[src/include/move_or_rotate_consts.svh]
// constants for the move, or and rotate datapath
`ifndef MOVE_OR_ROTATE_CONSTS_SVH
`define MOVE_OR_ROTATE_CONSTS_SVH
`define DATA_WIDTH     8
`define ACC_RESET      8'h00
`define CARRY_RESET    1'b0
`define ZERO_RESET     1'b0
`define WDATA_RESET    8'h00
`define WE_RESET       1'b0
`define MSB_POS        7
`endif

[src/include/move_or_rotate_pkg.sv]
// types for the move, or and rotate datapath
package move_or_rotate_pkg;
  typedef enum logic [3:0] {
    op_none,
    long_move_to_accumulator_op,
    long_move_op,
    or_to_accumulator_op,
    or_to_memory_op,
    rotate_left_memory_op,
    rotate_left_to_accumulator_op,
    rotate_left_carry_memory_op,
    rotate_left_carry_to_accumulator_op,
    rotate_right_memory_op,
    rotate_right_to_accumulator_op,
    rotate_right_carry_memory_op,
    rotate_right_carry_to_accumulator_op
  } op_type;
endpackage : move_or_rotate_pkg

[src/rtl/rotate_unit.sv]
// one-bit rotate of a byte, plain or through carry
`timescale 1ns/1ps
`include "move_or_rotate_consts.svh"
module rotate_unit #(
  parameter int WIDTH = `DATA_WIDTH
) (
  input  wire logic [WIDTH-1:0] operand,
  input  wire logic             carry_in,
  input  wire logic             right,
  input  wire logic             through_carry,
  output logic      [WIDTH-1:0] result,
  output logic                  carry_out
);
  wire logic fill_left;
  wire logic fill_right;
  assign fill_left  = through_carry ? carry_in : operand[WIDTH-1];
  assign fill_right = through_carry ? carry_in : operand[0];
  assign result     = right ? {fill_right, operand[WIDTH-1:1]}
                            : {operand[WIDTH-2:0], fill_left};
  assign carry_out  = right ? operand[0] : operand[WIDTH-1];
endmodule : rotate_unit

[src/rtl/move_or_rotate_datapath.sv]
// datapath for moves, or and one-bit rotates on data memory
// Behaviour
// - move memory to accumulator, flags unchanged
// - move accumulator to memory, flags unchanged
// - or into accumulator, zero flag only
// - or into memory, zero flag only
// - rotate memory left, write back, no flags
// - rotate left into accumulator, no flags
// - rotate left through carry into memory
// - rotate left through carry into accumulator
// - rotate memory right, write back, no flags
// - rotate right into accumulator, no flags
// - rotate right through carry into memory
// - rotate right through carry into accumulator
`timescale 1ns/1ps
`include "move_or_rotate_consts.svh"
module move_or_rotate_datapath #(
  parameter int WIDTH = `DATA_WIDTH
) (
  input  wire logic                       clk_sys,
  input  wire logic                       rstn,
  input  wire move_or_rotate_pkg::op_type op,
  input  wire logic                       op_valid,
  input  wire logic [WIDTH-1:0]           mem_rdata,
  output logic      [WIDTH-1:0]           accumulator,
  output logic                            carry_flag,
  output logic                            zero_flag,
  output logic      [WIDTH-1:0]           mem_wdata,
  output logic                            mem_we
);
  import move_or_rotate_pkg::*;

  // working registers and their next values
  logic [WIDTH-1:0] acc_q;
  logic [WIDTH-1:0] acc_d;
  logic             carry_q;
  logic             carry_d;
  logic             zero_q;
  logic             zero_d;
  logic [WIDTH-1:0] wdata_q;
  logic [WIDTH-1:0] wdata_d;
  logic             we_q;
  logic             we_d;

  // codes that combine accumulator and memory by or
  function automatic logic is_or_op(input op_type code);
    case (code)
      or_to_accumulator_op,
      or_to_memory_op: is_or_op = 1'b1;
      default:         is_or_op = 1'b0;
    endcase
  endfunction : is_or_op

  // all eight one-bit rotates, plain or through carry
  function automatic logic is_rotate_op(input op_type code);
    case (code)
      rotate_left_memory_op,
      rotate_left_to_accumulator_op,
      rotate_left_carry_memory_op,
      rotate_left_carry_to_accumulator_op,
      rotate_right_memory_op,
      rotate_right_to_accumulator_op,
      rotate_right_carry_memory_op,
      rotate_right_carry_to_accumulator_op: is_rotate_op = 1'b1;
      default:                              is_rotate_op = 1'b0;
    endcase
  endfunction : is_rotate_op

  // rotates that move bits towards bit zero
  function automatic logic is_right_rotate(input op_type code);
    case (code)
      rotate_right_memory_op,
      rotate_right_to_accumulator_op,
      rotate_right_carry_memory_op,
      rotate_right_carry_to_accumulator_op: is_right_rotate = 1'b1;
      default:                              is_right_rotate = 1'b0;
    endcase
  endfunction : is_right_rotate

  // rotates that run through the carry flag and update it
  function automatic logic is_carry_rotate(input op_type code);
    case (code)
      rotate_left_carry_memory_op,
      rotate_left_carry_to_accumulator_op,
      rotate_right_carry_memory_op,
      rotate_right_carry_to_accumulator_op: is_carry_rotate = 1'b1;
      default:                              is_carry_rotate = 1'b0;
    endcase
  endfunction : is_carry_rotate

  // the one move that copies the accumulator out
  function automatic logic is_store_op(input op_type code);
    case (code)
      long_move_op: is_store_op = 1'b1;
      default:      is_store_op = 1'b0;
    endcase
  endfunction : is_store_op

  // codes whose result lands in data memory
  function automatic logic writes_memory(input op_type code);
    case (code)
      long_move_op,
      or_to_memory_op,
      rotate_left_memory_op,
      rotate_left_carry_memory_op,
      rotate_right_memory_op,
      rotate_right_carry_memory_op: writes_memory = 1'b1;
      default:                      writes_memory = 1'b0;
    endcase
  endfunction : writes_memory

  // codes whose result lands in the accumulator
  function automatic logic loads_accumulator(input op_type code);
    case (code)
      long_move_to_accumulator_op,
      or_to_accumulator_op,
      rotate_left_to_accumulator_op,
      rotate_left_carry_to_accumulator_op,
      rotate_right_to_accumulator_op,
      rotate_right_carry_to_accumulator_op: loads_accumulator = 1'b1;
      default:                              loads_accumulator = 1'b0;
    endcase
  endfunction : loads_accumulator

  // operand paths and landing enables
  wire logic [WIDTH-1:0] or_result;
  wire logic [WIDTH-1:0] rot_result;
  wire logic             rot_carry;
  wire logic             is_right;
  wire logic             is_carry_rot;
  wire logic             or_zero;
  wire logic [WIDTH-1:0] op_result;
  wire logic             acc_load;
  wire logic             mem_write;
  wire logic             zero_update;
  wire logic             carry_update;

  assign or_result    = acc_q | mem_rdata;
  assign or_zero      = (or_result == '0);
  assign is_right     = is_right_rotate(op);
  assign is_carry_rot = is_carry_rotate(op);

  // one rotator serves all eight rotate codes
  rotate_unit #(.WIDTH(WIDTH)) u_rot (
    .operand       (mem_rdata),
    .carry_in      (carry_q),
    .right         (is_right),
    .through_carry (is_carry_rot),
    .result        (rot_result),
    .carry_out     (rot_carry)
  );

  // unknown codes fall through to memory data, but no enable fires
  // for them, so nothing lands
  assign op_result    = is_or_op(op)        ? or_result  :
                        is_rotate_op(op)    ? rot_result :
                        is_store_op(op)     ? acc_q      :
                                              mem_rdata;

  // an idle cycle or a code outside these groups holds all state but the write strobe, which drops
  assign acc_load     = op_valid && loads_accumulator(op);
  assign mem_write    = op_valid && writes_memory(op);
  assign zero_update  = op_valid && is_or_op(op);
  assign carry_update = op_valid && is_carry_rot;

  // next values hold unless their enable is set; the write strobe just follows mem_write
  assign acc_d   = acc_load     ? op_result : acc_q;
  assign wdata_d = mem_write    ? op_result : wdata_q;
  assign we_d    = mem_write;
  assign zero_d  = zero_update  ? or_zero   : zero_q;
  assign carry_d = carry_update ? rot_carry : carry_q;

  // accumulator, loaded by moves, or and rotates into it
  always_ff @(posedge clk_sys or negedge rstn) begin
    if (!rstn) begin
      acc_q <= `ACC_RESET;
    end else begin
      acc_q <= acc_d;
    end
  end

  // memory write-back byte, kept between writes
  always_ff @(posedge clk_sys or negedge rstn) begin
    if (!rstn) begin
      wdata_q <= `WDATA_RESET;
    end else begin
      wdata_q <= wdata_d;
    end
  end

  // one-cycle write strobe
  always_ff @(posedge clk_sys or negedge rstn) begin
    if (!rstn) begin
      we_q <= `WE_RESET;
    end else begin
      we_q <= we_d;
    end
  end

  // zero flag, touched only by the or codes
  always_ff @(posedge clk_sys or negedge rstn) begin
    if (!rstn) begin
      zero_q <= `ZERO_RESET;
    end else begin
      zero_q <= zero_d;
    end
  end

  // carry flag, touched only by the carry rotates
  always_ff @(posedge clk_sys or negedge rstn) begin
    if (!rstn) begin
      carry_q <= `CARRY_RESET;
    end else begin
      carry_q <= carry_d;
    end
  end

  // outputs straight from the flops
  assign accumulator = acc_q;
  assign carry_flag  = carry_q;
  assign zero_flag   = zero_q;
  assign mem_wdata   = wdata_q;
  assign mem_we      = we_q;
endmodule : move_or_rotate_datapath

[config.mk]
export PLATFORM = sky130hd
export DESIGN_NAME = move_or_rotate_datapath
export DESIGN_NICKNAME = d
export VERILOG_FILES = /design/src/include/move_or_rotate_pkg.sv /design/src/rtl/rotate_unit.sv /design/src/rtl/move_or_rotate_datapath.sv
export VERILOG_INCLUDE_DIRS = /design/src /design/src/include
export SDC_FILE = /design/constraint.sdc
export NUM_CORES = 1
export LEC_CHECK = 0
export BUFFER_PORTS_ARGS = -buffer_cell sky130_fd_sc_hd__buf_2
export CAP_MARGIN = 10
export CORE_AREA = 2 2 58 60
export CTS_BUF_LIST = sky130_fd_sc_hd__clkbuf_8
export DETAILED_ROUTE_END_ITERATION = 8
export DIE_AREA = 0 0 60 62
export GPL_TIMING_DRIVEN = 0
export PLACE_DENSITY = 0.79
export SLEW_MARGIN = 40
export SYNTH_ARGS = -nofsm -noshare
export SYNTH_HDL_FRONTEND = slang
export SYNTH_SLANG_ARGS = --single-unit
[constraint.sdc]
create_clock -name clk_sys -period 2.15 [get_ports clk_sys]
set_clock_uncertainty 0.2 [all_clocks]
set_input_delay 0.3225 -clock clk_sys [delete_from_list [all_inputs] [get_ports clk_sys]]
set_output_delay 0.3225 -clock clk_sys [all_outputs]
set_load 0.05 [all_outputs]
Word level (Yosys, flattened, before mapping):

Memories as Yosys holds them, arrays and structs flattened.
Cells that the tools add are included.

* memories kept: 1
* output and inout bits: 19
* register bits: 19
* logic and storage cells: 42
* bits of input ports: 15
* bits in read-only memories: 16

* reduce and logical (&&, ||, !) cells: 10
* eq/ne operators: 12
* bitwise operators: 1
* multiplexer cells: 13

Memories
* (name not given): depth 16, bits a word 1, rd ports 1, clocked after memory_dff 0, wr ports 0, RTL line move_or_rotate_datapath.sv:56 `case (code)`

Operators by type and width (number)
* 8-bit two-way mux: 4
* 4-bit equality test (second input constant): 5
* 4-bit by 3-bit equality test with 1-bit output (second input constant): 4
* 6-bit OR reduction: 2
* 1-bit two-way mux: 9
* 4-bit by 2-bit equality test with 1-bit output (second input constant): 2
* 8-bit zero test: 1
* 8-bit bitwise OR: 1
* 4-bit OR reduction: 2
* 4-bit by 1-bit equality test with 1-bit output (second input constant): 1
* 1-bit logical AND: 4
* 2-bit OR reduction: 1

Logic depth before layout (Yosys ltp):

* depth in word-level cells: 7
* depth in mapped cells: 8
* depth with buffers taken out: 5

Modules after synthesis:

Synthesis repeated with hierarchy kept, for this count alone.

* cell total of the unflattened synthesis: 164
* area, all modules: 1465.2 µm²

Modules (own cells, without submodules)
* move_or_rotate_datapath: cells an instance 150, area each 1315.0 µm², times used 1, sequential area each 475.5 µm²
* rotate_unit: cells an instance 14, area each 150.1 µm², times used 1, sequential area each 0.0 µm²

Worst setup path before layout:

No wires, ideal clock.

* path kind: register to register
* start point: reg acc_q[2] (netlist: accumulator[2])
* end point: reg zero_q (netlist: zero_flag)
* data arrival time: 1.782 ns
* setup slack: 0.100 ns
* stages on the path, launching flop included: 5
* data required time: 1.882 ns
* setup time: 0.068 ns
* clock period less this slack: 2.050 ns
* path buffers: 0
* path through: dfrtp_1 or4_1 or4_1 nor4_2 mux2_1

* longest elaborated chain between the ends: 2

RTL lines
* from (decl): RTL line move_or_rotate_datapath.sv:34 `logic [WIDTH-1:0] acc_q;`
* from (signal assigned): RTL line move_or_rotate_datapath.sv:176 `` acc_q <= `ACC_RESET; ``
* 8-bit bitwise OR: RTL line move_or_rotate_datapath.sv:138 `assign or_result = acc_q | mem_rdata;`
* 8-bit zero test: RTL line move_or_rotate_datapath.sv:139 `assign or_zero = (or_result == '0);`
* to (signal assigned): RTL line move_or_rotate_datapath.sv:203 `` zero_q <= `ZERO_RESET; ``
* to (signal assigned): RTL line move_or_rotate_datapath.sv:205 `zero_q <= zero_d;`
* to (decl): RTL line move_or_rotate_datapath.sv:38 `logic zero_q;`

No other way between the ends.
A chain may end at the register's enable or synchronous reset.

Worst setup path after layout:

Same ends and word-level chain as after synthesis.

==> results.json <==
{
  "setup_tns_ns": 0,
  "synthesis.instances": 210,
  "overflow": 0,
  "antenna_left": 0,
  "async_reset_ff_share_pct": 100,
  "synth.area.top_cells": "dfrtp_1, nor2_1, a21oi_1",
  "ys_warn_count": 0,
  "cp-end-kind": "flop",
  "ir_worst_vdd_uv": 514,
  "critical_path_buf_inv_count": 0,
  "max_stage_delay_ns": 0.53,
  "htree_levels": 1,
  "clk_pin_slew_ns": 0.07,
  "power_switching_share_pct": 48.7,
  "wire_per_inst_um": 15.9,
  "fp-row-count": 21,
  "synth-edff-count": 0,
  "clock-sinks": 19,
  "p_sw_uw": 756,
  "cts-root-buf": "clkbuf_8",
  "path_class": "flop to flop",
  "worstPathRequired_ns": 2.15,
  "postLayoutCellArea_sq_um": 1930,
  "route.vias.total": 1778,
  "synth_cell_types": 56,
  "start_util_pct": 52.5,
  "p_per_area_nw_per_um2": 805,
  "worst_setup_path_start_kind": "flop",
  "pin_count": 34,
  "outcome": "finished, final reports clean",
  "crit_top_cell": "or4_1",
  "grt_pass1_vias": 1621,
  "rsz0062_at_grt": "false",
  "drc": 0,
  "hold_class": "input pin to flop",
  "syn_area_sq_um": 1670,
  "clk_path_buf_depth": 2,
  "dpl_cell_area_sq_um": 1870,
  "p_int_uw": 795,
  "drv_cap": 0,
  "grtUsageTotal_pct": 26.4,
  "fin_crit_sh_pct": 94.9,
  "die_area_sq_um": 3720,
  "r2r_slack_ns": 0.11,
  "clkLatencyLatePin_ns": 0.25,
  "arrival_ns": 2.04,
  "power.share.combinational_pct": 50.5,
  "fp.dieH_um": 62,
  "cts_buffers": 3,
  "avgSynthCellArea_sq_um": 7.95,
  "fill_cells": 307,
  "numPortBuffers": 29,
  "final_max_slew_viol_count": 0,
  "drive_above_1_share_pct": 24.2,
  "syn_to_final_growth_pct": 15.4,
  "grt_max_degree": 20,
  "hold_viol": 0,
  "worst_slew_pin_slew_ns": 0.480,
  "grt_pass1_wl_mm": 7.53,
  "place_hpwl_mm": 3.41,
  "max_freq_ghz": 0.490,
  "diodes": 0,
  "routabilityCongestion": 0.987,
  "path_cells": "or4_1 > or4_1 > nor4_2 > mux2_1",
  "synth.top_cell.area_share_pct": 28.5,
  "core_region_area_sq_um": 3180,
  "power_frac_seq_pct": 34.0,
  "ys_seq_area_share_pct": 28.5,
  "synth_nets": 225,
  "die_x_um": 60,
  "p_clk_share_pct": 15.5,
  "fin_nets": 260,
  "period_minus_slack_ns": 2.04,
  "final_util_pct": 60.6,
  "drtPass1Iterations": 4,
  "p_total_mw": 1.55,
  "ys.flop_type": "dfrtp_1",
  "drt-initial-drc-count": 115,
  "cp_slowest_cell": "or4_1",
  "grt_antenna_before_repair": 0,
  "wl_mm": 4.60,
  "via_per_inst": 6.13,
  "hold-worst-slack_ns": 0.182,
  "path_max_fanout": 6,
  "setup_viol": 0,
  "ys_ff_latch": 19,
  "power_leakage_nw": 0.794,
  "yosys.area.top_type": "dfrtp_1",
  "slew_headroom_pct": 68.0,
  "cts_tree": "yes",
  "critPathTopFamily": "simple AND/OR/NAND/NOR gates"
}
## cells in the mapped netlist, types with 3 or more instances
| cell type | count |
|---|---|
| buf_2 | 7 |
| a221oi_1 | 3 |
| or2_2 | 3 |
| a31oi_1 | 9 |
| o221ai_1 | 4 |
| a21oi_1 | 13 |
| nor3_1 | 5 |
| o32ai_1 | 3 |
| a22oi_1 | 3 |
| o21ai_1 | 5 |
| nor2b_1 | 8 |
| clkbuf_1 | 3 |
| a21boi_1 | 3 |
| o21ai_0 | 11 |
| or4_1 | 3 |
| o31ai_1 | 3 |
| o21a_1 | 4 |
| mux2i_1 | 5 |
| nand2_1 | 12 |
| buf_6 | 3 |
| dfrtp_1 | 19 |
| inv_1 | 3 |
| nor2_1 | 28 |
| nand2b_1 | 5 |
| buf_4 | 4 |
## metrics by stage
stage	instances	setup slack, ns
finish	290	0.109
CTS	290	0.132
floorplan	210	0.100
detailed placement	285	0.0189
global route	290	0.0521
global placement	285	0.0200
## sequential cells by signal (all words and copies together) (netlist names)
register     cells
accumulator      8
mem_wdata        8
carry_flag       1
mem_we           1
zero_flag        1
## layer usage
metal  GRT usage (%)  vias to the layer above  wire length, um
met4            8.25                        0              122
li1                -                      848                -
met5               0                        -                0
met3            4.76                       20              293
met1            35.2                      841             2060
met2            43.8                       69             2130
## path summary, 6_finish.rpt
check / cells after the start / from / endpoint
min in group asynchronous: 2 / rstn / accumulator[4]
hold / removal: 3 / op_valid / carry_flag
setup / recovery: 4 / accumulator[2] / zero_flag
hold reg to reg: 1 / zero_flag / zero_flag
setup reg to reg: 4 / accumulator[2] / zero_flag
max in group asynchronous: 2 / rstn / mem_wdata[7]
## area by class of cell
class / instances / area (sq um) / share of cell area [%]
Clock buffer: 3 / 41.3 / 2.14
Sequential cell: 19 / 475 / 24.7
Buffer: 19 / 119 / 6.17
Tap cell: 46 / 57.6 / 2.99
Inverter: 5 / 18.8 / 0.974
Multi-Input combinational cell: 167 / 1060 / 54.8
Clock inverter: 1 / 3.75 / 0.195
Timing Repair Buffer: 30 / 155 / 8.05
## power groups by stage
| stage | sequential (mW) | clock, mW | combinational [mW] |
|---|---|---|---|
| 2_1_floorplan | 0.827 | 0 | 0.284 |
| 3_3_place_gp | 0.529 | 0 | 0.771 |
| 3_5_place_dp | 0.533 | 0 | 0.778 |
| 4_1_cts | 0.526 | 0.243 | 0.782 |
| 5_1_grt | 0.540 | 0.261 | 0.844 |
| 6_report | 0.528 | 0.240 | 0.783 |
## cell families after synthesis
| group | after synthesis | synth area share, % |
|---|---|---|
| AOI/OAI and AO/OA | 78 | 32.1 |
| xor gates and xnor gates | 1 | 0.525 |
| buffers and inverters | 24 | 8.25 |
| DFF | 19 | 28.5 |
| muxes | 8 | 5.02 |
| and+or+nand+nor | 80 | 25.6 |
## worst reg2reg max path, delay by kind of cell (launching register included)
family	cells	cell delay, ns
multiplexers	1	0.18
AND/OR/NAND/NOR	3	1.17
flip-flops	1	0.44
## placed cells by master, fill, tap and decap left out, types with 2 or more instances in the layout
master / instances
a211oi_1: 2
a21boi_1: 3
a21oi_1: 13
a221o_1: 2
a221oi_1: 3
a22oi_1: 3
a31oi_1: 9
and2_1: 2
and4_1: 2
buf_2: 36
buf_4: 4
buf_6: 3
clkbuf_1: 3
clkbuf_8: 3
dfrtp_1: 19
inv_1: 4
inv_2: 2
mux2_2: 2
mux2i_1: 5
nand2_1: 12
nand2b_1: 5
nor2_1: 28
nor2b_1: 8
nor3_1: 5
nor3b_1: 2
o21a_1: 4
o21ai_0: 11
o21ai_1: 5
o221ai_1: 4
o22ai_1: 2
o31ai_1: 3
o32ai_1: 3
or2_1: 2
or2_2: 3
or3b_1: 2
or4_1: 3
## what timing repair did
action,in CTS,in global routing
setup buffers,0,0
hold endpoints to repair,19,0
resized for setup,0,0
hold buffers,1,0
(Power assumes the default switching activity.)
